$ cat config.mk
export PLATFORM = sky130hd
export DESIGN_NAME = deep_sleep_doze_control
export DESIGN_NICKNAME = d
export VERILOG_FILES = /design/src/hdl/deep_sleep_doze_control.v
export VERILOG_INCLUDE_DIRS = /design/src /design/src/hdl
export SDC_FILE = /design/constraint.sdc
export NUM_CORES = 1
export LEC_CHECK = 0
export ABC_AREA = 1
export BUFFER_PORTS_ARGS = -buffer_cell sky130_fd_sc_hd__buf_2
export CAP_MARGIN = 0
export CORE_UTILIZATION = 53
export DETAILED_ROUTE_END_ITERATION = 10
export PLACE_DENSITY = 0.85
export SYNTH_ARGS = -nofsm -noshare
export SYNTH_HDL_FRONTEND = slang
export SYNTH_SLANG_ARGS = --single-unit
$ cat constraint.sdc
create_clock -name pclk -period 2.5 [get_ports pclk]
set_input_delay 0.125 -clock pclk [delete_from_list [all_inputs] [get_ports pclk]]
set_output_delay 0.125 -clock pclk [all_outputs]
set_load 0.02 [all_outputs]
$ cat src/hdl/sleep_ctl_defs.vh
// Constants for the deep sleep and doze control block.
// Included by the block's single design file; holds definitions only.
`ifndef SLEEP_CTL_DEFS_VH
`define SLEEP_CTL_DEFS_VH
// Register byte offsets on APB
`define OFS_RESET_CTRL 12'h000
`define OFS_DS_CTRL 12'h004
`define OFS_DS_WAKE 12'h008
`define OFS_CLK_DIV 12'h00C
// Reset control register fields
`define BIT_SLEEP_EXIT 10
`define BIT_POR_FLAG 0
// Deep sleep control fields
`define BIT_DS_ARM 15
`define BIT_LP_BOR 1
`define BIT_PIN_HOLD 0
// Wake source fields
`define BIT_W_EXTERNAL_IRQ_ZERO 8
`define BIT_W_FLT 7
`define BIT_W_WDT 4
`define BIT_W_RTC 3
`define BIT_W_MASTER_RESET_PIN 2
`define BIT_W_POR 0
`define WAKE_MASK 16'h019D
// Clock divider fields
`define BIT_ROI 15
`define DOZE_HI 14
`define DOZE_LO 12
`define BIT_DOZE_EN 11
`define DOZE_RESET 3'h0
// Exit power-on sequence start count; exit_seq_busy stays high 17 cycles
`define EXIT_SEQ_CYCLES 8'h10
// Power-save instruction operand that selects sleep
`define PWRSAV_SLEEP 8'h00
`endif

$ cat src/hdl/deep_sleep_doze_control.v
// Deep sleep arming, sleep-exit status, wake source capture and doze
// clock gating. Assumes an APB master on pclk and that the CPU
// reports each power-save instruction as a one-cycle strobe.
// Summary of operation
// - Sleep-exit flag sets on deep sleep entry, stays until software clears
// - True power-on reset resets all logic including deep sleep registers
// - Arm bit clears automatically when deep sleep exits on wake-up
// - Arm bit 15: power-save #0 enters deep sleep if set, else sleep
// - Bit 1 records brown-out seen by deep sleep detector, else zero
// - Deep sleep brown-out is status only, never a wake-up
// - Bit 0 set holds pins and oscillator in their deep sleep state
// - Control bits reset only by power-on outside deep sleep
// - Brown-out and hold bits reset 0 at first power-on; hold is 1 after exit
// - Wake bit 8 records external interrupt 0 during deep sleep
// - Wake bit 7 records a fault during deep sleep
// - Wake bit 4 records deep sleep watchdog time-out
// - Wake bit 3 records real-time clock alarm during deep sleep
// - Wake bit 2 records master reset pin assertion during deep sleep
// - Wake bit 0 records power-on detection, also outside deep sleep
// - Other wake flags set by hardware only during deep sleep
// - Doze enable bit 11 slows CPU clock, peripherals full speed
// - Doze ratio bits 14:12 pick 1:1 to 1:128, default 1:1
// - Return-on-interrupt bit 15 makes an interrupt restore full speed
// - CPU and peripheral clocks stay in step during doze
// - Wake events during exit sequence are ignored, not recorded
// - Reset pin wake keeps registers valid and hold bit set
// - Interrupts pending at deep sleep entry are cleared
//
// The register addresses and register access over APB are this design's own decisions.
`timescale 1ns/1ps
`include "sleep_ctl_defs.vh"
module deep_sleep_doze_control (
	// Clock and true power-on reset
	input wire pclk,
	input wire presetn,
	// APB slave
	input wire psel,
	input wire penable,
	input wire pwrite,
	input wire [11:0] paddr,
	input wire [31:0] pwdata,
	input wire [3:0] pstrb,
	output wire [31:0] prdata,
	output wire pready,
	output wire pslverr,
	// CPU power-save request
	input wire pwrsav_strobe,
	input wire [7:0] pwrsav_operand,
	input wire irq_event,
	// Wake and status sources
	input wire ext_irq0_event,
	input wire fault_event,
	input wire watchdog_timeout,
	input wire rtc_alarm,
	input wire master_reset_pin_n,
	input wire power_on_detect,
	input wire brownout_detect,
	input wire brownout_det_enable,
	// Power state outputs
	output reg in_deep_sleep,
	output reg in_sleep,
	output reg exit_seq_busy,
	output reg pin_hold,
	output reg io_reset,
	output reg clear_pending_irq,
	output reg cpu_clk_en,
	output reg periph_clk_en
);
	// Sequencer states. The exit state stands in for the power-on
	// sequence that follows a deep sleep wake, so events seen there
	// are dropped rather than recorded.
	localparam ST_RUN = 2'h0;
	localparam ST_DEEP = 2'h1;
	localparam ST_EXIT = 2'h2;

	reg [1:0] state_q;
	reg [7:0] exit_cnt_q;
	reg exit_by_master_reset_pin_q;
	reg sleep_exit_q;
	reg por_flag_q;
	reg ds_arm_q;
	reg lp_bor_q;
	reg [15:0] wake_q;
	reg roi_q;
	reg [2:0] doze_ratio_q;
	reg doze_en_q;
	reg [6:0] doze_cnt_q;
	reg [31:0] rdata_q;

	wire wr = psel & penable & pwrite;
	wire rd = psel & ~penable & ~pwrite;
	wire lo_lane = pstrb[0];
	wire hi_lane = pstrb[1];
	wire wake_any;
	wire doze_active;
	wire [6:0] doze_limit;
	wire deep_entry;
	// Writable wake bits; the rest always read back zero
	wire [15:0] wake_mask = `WAKE_MASK;

	// Address decode used by both read and write paths
	function is_reg;
		input [11:0] a;
		input [11:0] ofs;
		begin
			is_reg = (a == ofs);
		end
	endfunction

	// Doze ratio code to terminal count of the CPU enable divider.
	// Code n gives one CPU enable in every 2^n pclk cycles.
	function [6:0] ratio_to_limit;
		input [2:0] r;
		begin
			ratio_to_limit = (7'h01 << r) - 7'h01;
		end
	endfunction

	// Zero wait-state slave; unmapped addresses read zero, error on pslverr
	assign pready = 1'b1;
	assign pslverr = psel & penable & ~(is_reg(paddr, `OFS_RESET_CTRL) |
		is_reg(paddr, `OFS_DS_CTRL) | is_reg(paddr, `OFS_DS_WAKE) |
		is_reg(paddr, `OFS_CLK_DIV));
	assign prdata = rdata_q;

	// Brown-out never counts as wake; only listed sources leave deep sleep
	assign wake_any = ext_irq0_event | watchdog_timeout | rtc_alarm |
		~master_reset_pin_n | power_on_detect;
	assign deep_entry = (state_q == ST_RUN) & pwrsav_strobe &
		(pwrsav_operand == `PWRSAV_SLEEP) & ds_arm_q;

	// Power state sequencer
	always @(posedge pclk or negedge presetn) begin
		if (!presetn) begin
			state_q <= ST_RUN;
			exit_cnt_q <= 8'h00;
			exit_by_master_reset_pin_q <= 1'b0;
			in_deep_sleep <= 1'b0;
			in_sleep <= 1'b0;
			exit_seq_busy <= 1'b0;
			io_reset <= 1'b0;
			clear_pending_irq <= 1'b0;
		end else begin
			clear_pending_irq <= 1'b0;
			io_reset <= 1'b0;
			case (state_q)
			ST_RUN: begin
				// Power-save #0 goes deep only when armed beforehand;
				// otherwise it is a normal sleep that any interrupt
				// ends. Other operands are not ours to act on.
				if (deep_entry) begin
					state_q <= ST_DEEP;
					in_deep_sleep <= 1'b1;
					clear_pending_irq <= 1'b1;
				end else if (pwrsav_strobe &&
					pwrsav_operand == `PWRSAV_SLEEP) begin
					in_sleep <= 1'b1;
				end else if (in_sleep && irq_event) begin
					in_sleep <= 1'b0;
				end
			end
			ST_DEEP: begin
				// Any listed source starts the exit sequence. A reset
				// pin wake also pulses the pin reset, while hold stays
				// set so pins keep their sleep state until released.
				if (wake_any) begin
					state_q <= ST_EXIT;
					in_deep_sleep <= 1'b0;
					exit_seq_busy <= 1'b1;
					exit_cnt_q <= `EXIT_SEQ_CYCLES;
					exit_by_master_reset_pin_q <= ~master_reset_pin_n;
					io_reset <= ~master_reset_pin_n;
				end
			end
			ST_EXIT: begin
				// Exit behaves as a power-on; events here are dropped
				if (exit_cnt_q == 8'h00) begin
					state_q <= ST_RUN;
					exit_seq_busy <= 1'b0;
				end else begin
					exit_cnt_q <= exit_cnt_q - 8'h01;
				end
			end
			default: begin
				state_q <= ST_RUN;
			end
			endcase
		end
	end

	// Reset control flags; hardware set wins over software clear.
	// Sleep-exit together with power-on tells software that the last
	// reset was a deep sleep wake, not a true power-up.
	// Set statements come last so that a same-cycle clear loses.
	always @(posedge pclk or negedge presetn) begin
		if (!presetn) begin
			sleep_exit_q <= 1'b0;
			por_flag_q <= 1'b1;
		end else begin
			if (wr && is_reg(paddr, `OFS_RESET_CTRL) && hi_lane)
				sleep_exit_q <= pwdata[`BIT_SLEEP_EXIT];
			if (wr && is_reg(paddr, `OFS_RESET_CTRL) && lo_lane)
				por_flag_q <= pwdata[`BIT_POR_FLAG];
			if (deep_entry)
				sleep_exit_q <= 1'b1;
			if (state_q == ST_DEEP && wake_any)
				por_flag_q <= 1'b1;
		end
	end

	// Deep sleep control; only a true power-on reaches presetn.
	// A wake is not wired to presetn, so brown-out survives it; arm clears, hold sets.
	// Hold is clear-only from software: writing one does nothing,
	// which stops firmware from freezing pins by accident.
	always @(posedge pclk or negedge presetn) begin
		if (!presetn) begin
			ds_arm_q <= 1'b0;
			lp_bor_q <= 1'b0;
			pin_hold <= 1'b0;
		end else begin
			if (wr && is_reg(paddr, `OFS_DS_CTRL) && hi_lane)
				ds_arm_q <= pwdata[`BIT_DS_ARM];
			if (wr && is_reg(paddr, `OFS_DS_CTRL) && lo_lane) begin
				lp_bor_q <= pwdata[`BIT_LP_BOR];
				if (!pwdata[`BIT_PIN_HOLD])
					pin_hold <= 1'b0;
			end
			if (state_q == ST_DEEP && brownout_det_enable && brownout_detect)
				lp_bor_q <= 1'b1;
			if (deep_entry)
				pin_hold <= 1'b1;
			if (state_q == ST_DEEP && wake_any) begin
				ds_arm_q <= 1'b0;
				pin_hold <= 1'b1;
				if (exit_by_master_reset_pin_q)
					pin_hold <= 1'b1;
			end
		end
	end

	// Wake source capture, gated to deep sleep except power-on.
	// Software writes only reach implemented bits; hardware sets
	// follow the write so an event in the same cycle is kept.
	// Power-on may be flagged in run, but never during exit.
	always @(posedge pclk or negedge presetn) begin
		if (!presetn) begin
			wake_q <= 16'h0000;
		end else begin
			if (wr && is_reg(paddr, `OFS_DS_WAKE)) begin
				if (lo_lane)
					wake_q[7:0] <= pwdata[7:0] & wake_mask[7:0];
				if (hi_lane)
					wake_q[15:8] <= pwdata[15:8] & wake_mask[15:8];
			end
			if (state_q == ST_DEEP) begin
				if (ext_irq0_event)
					wake_q[`BIT_W_EXTERNAL_IRQ_ZERO] <= 1'b1;
				if (fault_event)
					wake_q[`BIT_W_FLT] <= 1'b1;
				if (watchdog_timeout)
					wake_q[`BIT_W_WDT] <= 1'b1;
				if (rtc_alarm)
					wake_q[`BIT_W_RTC] <= 1'b1;
				if (!master_reset_pin_n)
					wake_q[`BIT_W_MASTER_RESET_PIN] <= 1'b1;
			end
			if (power_on_detect && state_q != ST_EXIT)
				wake_q[`BIT_W_POR] <= 1'b1;
		end
	end

	// Clock divider controls.
	// With return-on-interrupt set, an interrupt drops doze enable,
	// so software must set it again to slow the CPU once more.
	always @(posedge pclk or negedge presetn) begin
		if (!presetn) begin
			roi_q <= 1'b0;
			doze_ratio_q <= `DOZE_RESET;
			doze_en_q <= 1'b0;
		end else begin
			if (wr && is_reg(paddr, `OFS_CLK_DIV) && hi_lane) begin
				roi_q <= pwdata[`BIT_ROI];
				doze_ratio_q <= pwdata[`DOZE_HI:`DOZE_LO];
				doze_en_q <= pwdata[`BIT_DOZE_EN];
			end
			if (roi_q && irq_event)
				doze_en_q <= 1'b0;
		end
	end

	assign doze_active = doze_en_q & ~in_deep_sleep;
	assign doze_limit = ratio_to_limit(doze_ratio_q);

	// CPU enable pulses on one edge of the shared clock, so both stay aligned.
	// Gating by enables rather than a divided clock keeps one clock
	// tree, at the cost of a free-running pclk in every mode.
	always @(posedge pclk or negedge presetn) begin
		if (!presetn) begin
			doze_cnt_q <= 7'h00;
			cpu_clk_en <= 1'b1;
			periph_clk_en <= 1'b1;
		end else begin
			periph_clk_en <= ~in_deep_sleep;
			if (!doze_active || doze_cnt_q >= doze_limit) begin
				doze_cnt_q <= 7'h00;
				cpu_clk_en <= ~in_deep_sleep & ~in_sleep;
			end else begin
				doze_cnt_q <= doze_cnt_q + 7'h01;
				cpu_clk_en <= 1'b0;
			end
		end
	end

	// Read data registered in setup cycle, valid at access edge.
	// Taking it one cycle early keeps prdata off a combinational mux
	// and still allows a zero wait-state access phase.
	always @(posedge pclk or negedge presetn) begin
		if (!presetn) begin
			rdata_q <= 32'h00000000;
		end else if (rd) begin
			rdata_q <= 32'h00000000;
			if (is_reg(paddr, `OFS_RESET_CTRL)) begin
				rdata_q[`BIT_SLEEP_EXIT] <= sleep_exit_q;
				rdata_q[`BIT_POR_FLAG] <= por_flag_q;
			end
			if (is_reg(paddr, `OFS_DS_CTRL)) begin
				rdata_q[`BIT_DS_ARM] <= ds_arm_q;
				rdata_q[`BIT_LP_BOR] <= lp_bor_q;
				rdata_q[`BIT_PIN_HOLD] <= pin_hold;
			end
			if (is_reg(paddr, `OFS_DS_WAKE))
				rdata_q[15:0] <= wake_q & `WAKE_MASK;
			if (is_reg(paddr, `OFS_CLK_DIV)) begin
				rdata_q[`BIT_ROI] <= roi_q;
				rdata_q[`DOZE_HI:`DOZE_LO] <= doze_ratio_q;
				rdata_q[`BIT_DOZE_EN] <= doze_en_q;
			end
		end
	end

endmodule

Word-level counts from Yosys, hierarchy flattened
Cells that the tools add are included.
{ "word_totals": {"out_inout_bits": 42, "in_bits": 71, "reg_bits": 56} }
{ "classes": {"shifts": 1, "n_reduce_logical": 40, "addsub": 3, "n_bitwise": 24, "n_eq_ne": 11, "n_mux": 52, "magnitude_cmp": 1} }
{ "op_table": {"columns": ["operator", "count"], "rows": [
  ["two-way mux 1 bit", 35],
  ["== test 12 x 4 -> 1 bit, second input constant", 2],
  ["two-way mux 8 bit", 3],
  ["nonzero test 2 bit", 10],
  ["logical AND 1 bit", 16],
  ["logical NOT 8 bit", 2],
  ["two-way mux 16 bit", 1],
  ["case mux 8 bit (2 select lines)", 1],
  ["AND reduction 3 bit", 5],
  ["== test 12 x 3 -> 1 bit, second input constant", 1],
  ["logical NOT 12 bit", 1],
  ["bitwise AND 1 bit", 10],
  ["two-way mux 2 bit", 5],
  ["!= test 2 bit, second input constant", 5],
  ["two-way mux 9 bit", 1],
  ["subtractor 8 x 1 -> 8 bit, second input constant", 1],
  ["adder 7 x 1 -> 7 bit, second input constant", 1],
  ["greater-or-equal comparator 7 bit", 1],
  ["two-way mux 7 bit", 1],
  ["NOT 1 bit", 7],
  ["bitwise OR 1 bit", 7],
  ["left shift 1 x 3 -> 7 bit, first input constant", 1],
  ["subtractor 7 x 1 -> 7 bit, second input constant", 1],
  ["case mux 2 bit (3 select lines)", 1],
  ["11 further kinds", 13]
]} }

Logic depth before layout (Yosys ltp)
Gate-level depths: netlist of run 1.
{ "logic_depth": {"word_depth": 7, "ltp_mapped": 9} }

Worst setup path before layout of run 1
OpenSTA, ideal clock, no wires.
{ "synth_timing": {"path_kind": "flip-flop to flip-flop", "from": "register doze_ratio_q[1]", "to": "register doze_cnt_q[0]", "path_stages_with_launch": 7, "slack_ps": 1025, "arrival_time_ps": 1398, "path_buffers": 0, "period_less_slack_ps": 1475, "setup_ps": 77, "path_cell_list": "dfrtp_1 nand3_1 ha_1 a21o_1 nor2_1 nand4_1 nor2_1"} }
{ "synth_between": {"elab_chain_len": 5} }
{ "synth_lines": {"columns": ["item", "line", "rtl"], "rows": [
  ["start: declaration", "deep_sleep_doze_control.v:85", "reg [2:0] doze_ratio_q;"],
  ["start signal: assignment", "deep_sleep_doze_control.v:278", "doze_ratio_q <= `DOZE_RESET;"],
  ["start signal: assignment", "deep_sleep_doze_control.v:283", "doze_ratio_q <= pwdata[`DOZE_HI:`DOZE_LO];"],
  ["left shift 1 x 3 -> 7 bit", "deep_sleep_doze_control.v:115", "ratio_to_limit = (7'h01 << r) - 7'h01;"],
  ["subtractor 7 x 1 -> 7 bit", "deep_sleep_doze_control.v:115", null],
  ["greater-or-equal comparator 7 bit", "deep_sleep_doze_control.v:304", "if (!doze_active || doze_cnt_q >= doze_limit) begin"],
  ["logical OR 1 bit", "deep_sleep_doze_control.v:304", null],
  ["two-way mux 7 bit", "deep_sleep_doze_control.v:304", null],
  ["end signal: assignment", "deep_sleep_doze_control.v:308", "doze_cnt_q <= doze_cnt_q + 7'h01;"],
  ["end: declaration", "deep_sleep_doze_control.v:87", "reg [6:0] doze_cnt_q;"]
]} }
Every way passes these cells.
A chain may end at the register's enable or synchronous reset.

Final worst setup path of run 1
{ "layout_timing": {"from": "register doze_ratio_q[1]", "to": "register doze_cnt_q[4]"} }
The elaborated chain is that of the path after synthesis.

==> results of run 1 <==
cell usage after synthesis (all sizes together):
master  number
nor3         3
xor2         6
ha          10
a21o         1
or2          1
nand3b       3
o31ai        4
dfrtp       50
nand3       36
conb         2
nand2       88
a21oi        8
nor2        49
dfstp        3
buf         25
o21ai       27
xnor2        1
o211ai       3
nand4       12
inv         49
worst min-delay path: cells and delay by family:
kind	cells	cell delay, ns
buf+inv	2	0.14
compound gates	1	0.06
placed cells by master, fill, tap and decap left out, types with 2 or more instances in the layout:
cell type      Yosys  routed
nand2_1           85      85
buf_2              3      71
dfrtp_1           50      50
inv_1             44      44
nor2_1            44      44
nand3_1           34      34
conb_1             2      20
o21ai_1           14      14
o21ai_0           12      12
nand4_1           12      12
ha_1              10      10
a21oi_1            8       8
xor2_1             6       6
clkbuf_8           0       6
inv_2              5       5
nor2_2             4       4
o31ai_1            4       4
nand3b_1           3       3
nand2_2            3       3
o211ai_1           3       3
nor3_1             3       3
dfstp_2            3       3
buf_4             20       3
dlygate4sd3_1      0       2
where the power goes:
group / total (mW) / switching (mW) / internal [mW]
clock network: 0.600 / 0.273 / 0.327
registers: 0.969 / 0.0569 / 0.912
logic: 0.309 / 0.178 / 0.131
total: 1.88 / 0.508 / 1.37
area by class of cell:
type	count	area (sq um)	area share (%)
tap	70	87.58	2.523
inverter	49	183.9	5.297
sequential	53	1330	38.31
timing repair buffer	76	397.9	11.46
clock inverter	1	30.03	0.8649
multi-input combinational	272	1356	39.06
clock buffer	7	86.33	2.486
per-layer routing:
| metal | routed length (microns) | track usage [%] | vias to the layer above | share of wire [%] |
|---|---|---|---|---|
| li1 | - | - | 1331 | - |
| met1 | 2782 | 29.62 | 1245 | 43 |
| met2 | 3204 | 39.64 | 82 | 50 |
| met3 | 348 | 3.810 | 11 | 5.4 |
| met4 | 116 | 7.358 | 0 | 1.8 |
| met5 | 0 | 0 | - | 0 |
state kept, by name, indices dropped and copies added (netlist names):
register           count
sleep_exit_q           1
state_q                2
periph_clk_en          1
doze_en_q              1
cpu_clk_en             1
io_reset               1
ds_arm_q               1
prdata                13
in_sleep               1
exit_seq_busy          1
doze_ratio_q           3
lp_bor_q               1
por_flag_q             1
in_deep_sleep          1
clear_pending_irq      1
doze_cnt_q             7
wake_q                 6
pin_hold               1
exit_cnt_q             8
roi_q                  1
repair_timing:
action                                  4_1_cts  5_1_grt
endpoints found under the hold margin        20        0
hold buffers                                  2        0
endpoints found under the setup margin        0        0
stage by stage:
stage | std cells | utilization [%]
CTS | 528 | 65.88
global route | 528 | 65.88
global placement | 518 | 63.30
floorplan | 399 | -
finish | 528 | 65.88
detailed placement | 518 | 63.30
path summary, 6_finish.rpt:
path / from / to / slack, ns / cells after the start
min in group asynchronous: presetn / doze_cnt_q[4] / 0.33 / 2
worst min register to register: in_deep_sleep / periph_clk_en / 0.49 / 1
worst max register to register: doze_ratio_q[1] / doze_cnt_q[4] / 0.75 / 6
worst max-delay path: doze_ratio_q[1] / doze_cnt_q[4] / 0.75 / 6
max in group asynchronous: presetn / por_flag_q / 1.47 / 3
worst min-delay path: pwdata[15] / roi_q / 0.05 / 3
kinds of logic (layout without fill, tap and decap cells):
kind of cell / count (synthesis) / count (layout) / synth area share, %
compound gates: 43 / 43 / 7.992
fa+ha+maj: 10 / 10 / 4.184
simple gates: 192 / 192 / 28.62
xor+xnor: 7 / 7 / 2.050
other cells: 2 / 20 / 0.2511
buf+inv: 74 / 133 / 12.43
flops: 53 / 53 / 44.48
==> qor.txt, run 1 <==
biggest area consumer among synthesized cells = dfrtp_1
postcts setup bufs = 0
via count = 2,669
required time of the worst setup path = 2.73 ns
routed wire length = 6.451 mm
nets@finish = 538
slowest stage delay, CP = 0.45 ns
setup repair after global routing missed its margin = no
TritonCTS Buffers = 5
Mapped Cells = 381
CP Max Fanout = 7
GP Congestion = 0.8580
Power Density = 540.8 mW/mm^2
Buf/Inv on CP = 0
worst slack, placed = 0.7843 ns
Tcrit/Tclk final = 69.80%
num rows = 26
Final Critical Period = 1.745 ns
# fillers = 451
DRT antenna net count = 0
Die Y = 77.12 microns
share of cells above drive strength 1 = 22.05%
Port-buffer cells = 71
Layout area overhead = 16.11%
Slew HR = 60.38%
setup violators final = 0
Synth top area share = 41.84%
setup TNS = 0 ns
Clock Skews = 0.009831 ns
initial antenna violation count = 0
Power, Total = 1.878 mW
CP delay by family, top = simple AND/OR/NAND/NOR gates
Worst-Margin Slew = 0.5928 ns
WP data arrival = 1.98 ns
I/O pin total = 113
Hold Path Class = in2reg
critical path type = reg2reg
register area share after synthesis = 44.48%
worst setup margin = 0.7549 ns
synth warn = 0
endpoints failing hold = 0
Clock Path Buffers = 2
Critical Path End Type = register
CTS root buf = clkbuf_8
core area = 0.005270 sq mm
Overflow after GRT = 0
Starting Density = 56.74%
count of pins over their slew limit = 0
post-CTS sizing = 0
clk_lat worst skew = 0.30 ns
max-cap violation count = 0
wire length per cell = 12.22 microns
Chip Width = 77.12 microns
TritonCTS clock tree = yes
synthesized cell area = 0.002990 sq mm
Critical-path top delay cell = dfrtp_1
dpl cell area = 0.003336 sq mm
DIE AREA = 0.005947 sq mm
hold_ws = 0.05395 ns
crit start category = register
Area contributors post-synth = dfrtp_1, nand2_1, nand3_1
cell area after layout = 0.003472 sq mm
post-DP HPWL = 4.982 mm
largest net degree at the start of global routing = 24
vias in the first global route = 2,522
crit-path most repeated cell = nor2_1
crit-path cells = nand3_1 > ha_1 > a21o_1 > nor2_1 > nand4_1 > nor2_1
status = finished, final reports clean
post-synthesis register bit count = 53
Lkg Pwr = 1.963 nW
clk slew on worst S/H paths = 0.10 ns
Vias/cell = 5.055
global-route wire length before repair = 11.00 mm
synth unique cells = 30
Initial DRT Pass Iterations = 4
max frequency = 573.0 MHz
GRT Util Overall = 23.07%
antenna cell count = 0
clock sink count = 53
DRT iter0 DRCs = 181
Mapped Avg Cell Area = 7.849 sq um
Max VDD drop = 368.7 uV
number of H-tree levels = 2
drt drc = 0
(Power assumes the default switching activity.)
==> inputs of run 2 (changes only) <==
--- a/config.mk
+++ b/config.mk
@@ -9,9 +9,9 @@
 export ABC_AREA = 1
 export BUFFER_PORTS_ARGS = -buffer_cell sky130_fd_sc_hd__buf_2
 export CAP_MARGIN = 0
-export CORE_UTILIZATION = 53
+export CORE_UTILIZATION = 49
 export DETAILED_ROUTE_END_ITERATION = 10
-export PLACE_DENSITY = 0.85
+export PLACE_DENSITY = 0.8
 export SYNTH_ARGS = -nofsm -noshare
 export SYNTH_HDL_FRONTEND = slang
 export SYNTH_SLANG_ARGS = --single-unit
==> constraint.sdc (replaced) <==
create_clock -name pclk -period 1.65 [get_ports pclk]
set_input_delay 0.0825 -clock pclk [delete_from_list [all_inputs] [get_ports pclk]]
set_output_delay 0.0825 -clock pclk [all_outputs]
set_load 0.02 [all_outputs]
==> run 2 against run 1 <==
Combinational power increased by 68%. Count of clock-buffer cells in the layout decreased by 1. Routed wire length increased by 1.2%. Utilization decreased by 6.1 points. Clock power increased by 17%. Design area increased by 1.9%. First-iteration DRC count increased by 1.7%. Register-to-register slack got worse by 0.75 ns. Setup slack got worse by 0.75 ns. Sequential power increased by 52%. Critical endpoint is now doze_cnt_q[3]. Largest cell class unchanged.
==> qor.txt, run 2 (same netlist as run 1, synthesis figures left out) <==
DRT antenna net count = 0 (unchanged)
worst slack, placed = -0.09327 ns (was 0.7843 ns)
clk_lat worst skew = 0.31 ns (was 0.30 ns)
vias in the first global route = 2,473 (was 2,522)
endpoints failing hold = 0 (unchanged)
worst setup margin = 0.006724 ns (was 0.7549 ns)
CTS root buf = clkbuf_8 (unchanged)
routed wire length = 6.526 mm (was 6.451 mm)
Final Critical Period = 1.643 ns (was 1.745 ns)
Vias/cell = 4.918 (was 5.055)
most frequent cells in the layout = nand2_1, buf_2, dfrtp_1 (unchanged)
Hold Path Class = in2reg (unchanged)
max-cap violation count = 0 (unchanged)
Max VDD drop = 449.5 uV (was 368.7 uV)
critical path type = reg2reg (unchanged)
final design utilization = 59.74% (was 65.88%)
drt drc = 0 (unchanged)
Layout area overhead = 18.28% (was 16.11%)
I/O pin total = 113 (unchanged)
wire length per cell = 12.13 microns (was 12.22 microns)
setup repair after global routing missed its margin = yes (was no)
via count = 2,646 (was 2,669)
Tcrit/Tclk final = 99.59% (was 69.80%)
clk slew on worst S/H paths = 0.09 ns (was 0.10 ns)
largest net degree at the start of global routing = 54 (was 24)
CP Max Fanout = 7 (unchanged)
Critical-path top delay cell = dfrtp_2 (was dfrtp_1)
GRT Util Overall = 21.58% (was 23.07%)
required time of the worst setup path = 1.85 ns (was 2.73 ns)
Clock Path Buffers = 2 (unchanged)
clock network power share = 26.1% (was 32.0%)
TritonCTS Buffers = 5 (unchanged)
TritonCTS clock tree = yes (unchanged)
Overflow after GRT = 0 (unchanged)
initial antenna violation count = 0 (unchanged)
Power Density = 760.1 mW/mm^2 (was 540.8 mW/mm^2)
DRT iter0 DRCs = 184 (was 181)
Initial DRT Pass Iterations = 4 (unchanged)
dpl cell area = 0.003377 sq mm (was 0.003336 sq mm)
crit-path cells = nor2_4 > nand2_1 > ha_1 > nand2_1 > nor2_1 > nand4_1 > nand4_1 > buf_6 > nor2_2 (was nand3_1 > ha_1 > a21o_1 > nor2_1 > nand4_1 > nor2_1)
P_sw = 0.7872 mW (was 0.5084 mW)
WP data arrival = 1.85 ns (was 1.98 ns)
Reg power frac = 54.6% (was 51.6%)
count of pins over their slew limit = 0 (unchanged)
number of H-tree levels = 2 (unchanged)
cell area after layout = 0.003537 sq mm (was 0.003472 sq mm)
crit start category = register (unchanged)
max frequency = 608.5 MHz (was 573.0 MHz)
status = finished, final reports clean (unchanged)
Port-buffer cells = 71 (unchanged)
Die Y = 80.12 microns (was 77.12 microns)
Starting Density = 50.51% (was 56.74%)
num rows = 28 (was 26)
Lkg Pwr = 1.979 nW (was 1.963 nW)
nets@finish = 544 (was 538)
share of cells above drive strength 1 = 25.27% (was 22.05%)
# fillers = 527 (was 451)
Critical Path End Type = register (unchanged)
Clock Skews = 0.007470 ns (was 0.009831 ns)
most common cell after layout, fill and taps aside = nand2_1 (unchanged)
setup violators final = 0 (unchanged)
clock sink count = 53 (unchanged)
sw frac = 29.28% (was 27.08%)
Chip Width = 80.12 microns (was 77.12 microns)
post-DP HPWL = 4.918 mm (was 4.982 mm)
P_int = 1.901 mW (was 1.369 mW)
antenna cell count = 0 (unchanged)
slowest stage delay, CP = 0.47 ns (was 0.45 ns)
global-route wire length before repair = 10.62 mm (was 11.00 mm)
Largest register FFs = 13 (unchanged)
core area = 0.005921 sq mm (was 0.005270 sq mm)
Comb pwr share = 19.3% (was 16.5%)
Multi-input gate area = 0.001388 sq mm (was 0.001356 sq mm)
DIE AREA = 0.006419 sq mm (was 0.005947 sq mm)
GP Congestion = 0.9548 (was 0.8580)
Reg area = 0.001333 sq mm (was 0.001330 sq mm)
run 2: power by group through the flow:
stage          combinational (mW)  sequential (mW)  clock, mW
2_1_floorplan               0.351             1.47          0
5_1_grt                     0.593             1.48      0.755
4_1_cts                     0.479             1.47      0.723
6_report                    0.520             1.47      0.701
3_5_place_dp                0.468             1.49          0
3_3_place_gp                0.447             1.49          0
run 2: final cells by class:
class | instances | share of cell area [%]
multi-input cells | 272 | 39.23
flip-flops and latches | 53 | 37.67
repair buffers | 82 | 13.05
inverters | 49 | 5.200
well taps | 75 | 2.653
clock buffers | 6 | 2.052
clock inverters | 1 | 0.1415
run 2: through the flow:
stage	total power, mW	cells	TNS [ns]	hold slack (ns)
2_1_floorplan	1.826	399	0	-0.2131
3_3_place_gp	1.937	526	0	0.09612
3_5_place_dp	1.962	526	-0.5729	0.09952
4_1_cts	2.671	537	0	0.01394
5_1_grt	2.832	538	-0.6812	0.01734
6_report	2.688	538	0	0.02475
run 2: repair_timing:
action | in CTS | in global routing
resized for setup | 0 | 16
hold buffers | 3 | 0
setup endpoints to repair | 7 | 11
pin swaps | 1 | 6
endpoints found under the hold margin | 52 | 0
setup buffers | 1 | 1
run 2: worst paths after layout:
path | end | depth (start not counted) | slack, ns | startpoint
max | doze_cnt_q[3] | 9 | 0.007 | doze_ratio_q[1]
min | roi_q | 3 | 0.02 | pwdata[15]
max reg2reg | doze_cnt_q[3] | 9 | 0.007 | doze_ratio_q[1]
min reg2reg | periph_clk_en | 1 | 0.48 | in_deep_sleep
max in group asynchronous | periph_clk_en | 3 | 1.06 | presetn
min in group asynchronous | doze_cnt_q[5] | 3 | 0.29 | presetn
run 2: critical path, delay by kind of cell (launching register included):
kind                       cells  cell delay (ns)
and+or+nand+nor                7             0.65
DFF                            1             0.47
adders and majority gates      1             0.27
buffers and inverters          1             0.16
run 2: metal layers:
metal  vias to the layer above  wire (microns)  GRT usage [%]  share of wire, %
li1                       1342               -              -                 -
met4                         0              97          7.857               1.5
met3                         9             298          4.432               4.6
met2                        70            3315          37.35                51
met1                      1225            2814          26.46                43
met5                         -               0              0                 0
==> inputs of run 3 (changes only) <==
--- a/config.mk
+++ b/config.mk
@@ -9,9 +9,11 @@
 export ABC_AREA = 1
 export BUFFER_PORTS_ARGS = -buffer_cell sky130_fd_sc_hd__buf_2
 export CAP_MARGIN = 0
-export CORE_UTILIZATION = 49
+export CELL_PAD_IN_SITES_DETAIL_PLACEMENT = 1
+export CELL_PAD_IN_SITES_GLOBAL_PLACEMENT = 2
+export CORE_UTILIZATION = 27
 export DETAILED_ROUTE_END_ITERATION = 10
-export PLACE_DENSITY = 0.8
+export PLACE_DENSITY_LB_ADDON = 0.1
 export SYNTH_ARGS = -nofsm -noshare
 export SYNTH_HDL_FRONTEND = slang
 export SYNTH_SLANG_ARGS = --single-unit
==> run 3 against run 2 <==
Critical path depth is 1 lower. Flip-flop and latch count stayed put. Global-route usage is 6.8 points lower. Fmax is 2.8% higher. Count of clock-buffer cells in the layout is 1 higher. Sequential share of layout area is 1.5 points lower. Critical endpoint is now doze_cnt_q[0]. Cell count is 13% higher. First-iteration DRC count is 74% lower. Setup slack better by 0.045 ns. Sequential power hardly changed.
==> qor.txt, run 3 (same netlist as run 1, synthesis figures left out) <==
most common cell after layout, fill and taps aside = nand2_1 (unchanged)
critical path type = reg2reg (unchanged)
Buf/Inv on CP = 1 (unchanged)
Reg2Reg Setup Slack = 0.05 ns (was 0.007 ns)
CP Max Fanout = 7 (unchanged)
DIE AREA = 0.01150 sq mm (was 0.006419 sq mm)
DRT antenna net count = 0 (unchanged)
Final Critical Period = 1.598 ns (was 1.643 ns)
Hold Crit Endpoint = wake_q[0] (was roi_q)
Max VDD drop = 268.2 uV (was 449.5 uV)
setup violators final = 0 (unchanged)
post-DP HPWL = 6.142 mm (was 4.918 mm)
Hold Path Class = in2reg (unchanged)
DRT iter0 DRCs = 48 (was 184)
cell area after layout = 0.003681 sq mm (was 0.003537 sq mm)
postcts setup bufs = 0 (was 1)
met2 Track Usage GR = 24.15% (was 37.35%)
status = finished, final reports clean (unchanged)
GRT Util Overall = 14.82% (was 21.58%)
endpoints failing hold = 0 (unchanged)
via count = 2,684 (was 2,646)
Starting Density = 27.71% (was 50.51%)
Overflow after GRT = 0 (unchanged)
Vias/cell = 4.422 (was 4.918)
Largest register FFs = 13 (unchanged)
max frequency = 625.7 MHz (was 608.5 MHz)
Lkg Pwr = 1.998 nW (was 1.979 nW)
vias in the first global route = 2,746 (was 2,473)
Initial DRT Pass Iterations = 4 (unchanged)
count of pins over their slew limit = 0 (unchanged)
WP data arrival = 1.85 ns (about the same)
CP delay by family, top = flip-flops (was simple AND/OR/NAND/NOR gates)
antenna cell count = 0 (unchanged)
# placed instances = 594 (was 526)
met3 usage = 2.371% (was 4.432%)
worst r2r dst = doze_cnt_q[0] (was doze_cnt_q[3])
drt drc = 0 (unchanged)
Reg2Reg Depth = 8 (was 9)
number of H-tree levels = 2 (unchanged)
Post-Layout Cell Count = 607 (was 538)
Clock Skews = 0.01170 ns (was 0.007470 ns)
routed wire length = 8.043 mm (was 6.526 mm)
hold_sp = power_on_detect (was pwdata[15])
hold path cells = 3 (unchanged)
r2r startpoint = doze_ratio_q[1] (unchanged)
most frequent cells in the layout = nand2_1, buf_2, dfrtp_1 (unchanged)
# fillers = 1,347 (was 527)
setup repair after global routing missed its margin = yes (unchanged)
Power, Total = 2.804 mW (was 2.688 mW)
CTS root buf = clkbuf_8 (unchanged)
GRT busiest layer = met2 (unchanged)
slowest stage delay, CP = 0.47 ns (about the same)
Power Density = 761.7 mW/mm^2 (was 760.1 mW/mm^2)
Port-buffer cells = 71 (unchanged)
clk_lat worst skew = 0.31 ns (about the same)
Chip Width = 107.2 microns (was 80.12 microns)
clk slew on worst S/H paths = 0.11 ns (was 0.09 ns)
num rows = 38 (was 28)
I/O pin total = 113 (unchanged)
nets@finish = 547 (was 544)
core area = 0.01079 sq mm (was 0.005921 sq mm)
initial antenna violation count = 0 (unchanged)
dpl cell area = 0.003481 sq mm (was 0.003377 sq mm)
TritonCTS clock tree = yes (unchanged)
Clock Path Buffers = 2 (unchanged)
required time of the worst setup path = 1.90 ns (was 1.85 ns)
clock sink count = 53 (unchanged)
GP Congestion = 0.7257 (was 0.9548)
Layout area overhead = 23.10% (was 18.28%)
largest net degree at the start of global routing = 54 (unchanged)
crit-path most repeated cell = a21oi_2
crit start category = register (unchanged)
Critical Path End Type = register (unchanged)
share of cells above drive strength 1 = 25.27% (about the same)
Critical-path top delay cell = dfrtp_2 (unchanged)
met1 Track Usage GR = 20.38% (was 26.46%)
wire length per cell = 13.25 microns (was 12.13 microns)
crit-path cells = a21oi_2 > ha_1 > a21oi_2 > o21ai_1 > nand2_1 > nand4_1 > buf_6 > nor2_1 (was nor2_4 > nand2_1 > ha_1 > nand2_1 > nor2_1 > nand4_1 > nand4_1 > buf_6 > nor2_2)
TritonCTS Buffers = 5 (unchanged)
global-route wire length before repair = 13.31 mm (was 10.62 mm)
Die Y = 107.2 microns (was 80.12 microns)
max-cap violation count = 0 (unchanged)
Tcrit/Tclk final = 96.86% (was 99.59%)
-- run 3: cell count changes in the layout (fill, tap and decap cells not counted), sizes merged --
cell / before / now
dlygate4sd3: 3 / 5
buf: 79 / 80
clkbuf: 6 / 7
clkinv: 1 / 0
clkinvlp: 0 / 1
-- run 3: how the worst max path moves through the flow --
stage,start,end,slack [ns],cells past startpoint
6_report,doze_ratio_q[1],doze_cnt_q[0],0.05,8
5_1_grt,doze_ratio_q[1],doze_cnt_q[5],-0.07,8
4_1_cts,doze_ratio_q[2],doze_cnt_q[3],0.0006,9
3_5_place_dp,doze_ratio_q[2],doze_cnt_q[0],0.008,9
3_3_place_gp,doze_ratio_q[1],doze_cnt_q[6],0.06,8
2_1_floorplan,doze_ratio_q[1],doze_cnt_q[0],0.17,6
-- run 3: where the power goes --
| part | internal, mW | switching (mW) | leakage, nW |
|---|---|---|---|
| combinational | 0.228 | 0.290 | 1.31 |
| clock | 0.343 | 0.466 | 0.0445 |
| sequential | 1.38 | 0.0953 | 0.645 |
-- run 3: through the flow --
| step | setup WS (ns) | util, % | hold WS [ns] | TNS (ns) |
|---|---|---|---|---|
| after floorplan | 0.1750 | - | -0.2131 | 0 |
| after detailed placement | 0.008348 | 32.25 | 0.1114 | 0 |
| final | 0.05177 | 34.11 | 0.01073 | 0 |
| after CTS | 0.0006384 | 33.63 | 0.002262 | 0 |
| after global placement | 0.05907 | 32.25 | 0.1106 | 0 |
| after global routing | -0.06752 | 34.11 | 0.01395 | -0.3932 |
-- run 3: final cells by class --
| type | instances | area, sq um | share of cell area, % |
|---|---|---|---|
| Inverter | 49 | 183.9 | 4.997 |
| Multi-Input combinational cell | 272 | 1406 | 38.21 |
| Clock buffer | 7 | 86.33 | 2.345 |
| Timing Repair Buffer | 85 | 489.2 | 13.29 |
| Clock inverter | 1 | 7.507 | 0.2039 |
| Tap cell | 140 | 175.2 | 4.759 |
| Sequential cell | 53 | 1333 | 36.20 |
-- run 3: repair_timing --
item | in CTS | in global routing
hold buffers | 5 | 0
pin swaps | 0 | 7
gates resized for setup | 2 | 13
hold endpoints to repair | 54 | 0
setup endpoints to repair | 7 | 16
-- run 3: metal layers --
layer / part of all wire, % / wire length [microns]
met3: 3.5 / 283
met2: 46 / 3731
met1: 49 / 3943
met5: 0 / 0
met4: 1.1 / 85
-- run 3: worst register-to-register path, delay by kind of cell, from the launching register on --
kind	cells	cell delay, ns
DFF	1	0.47
adders and majority gates	1	0.27
and+or+nand+nor	3	0.27
AOI/OAI and AO/OA	3	0.37
buffers and inverters	1	0.15
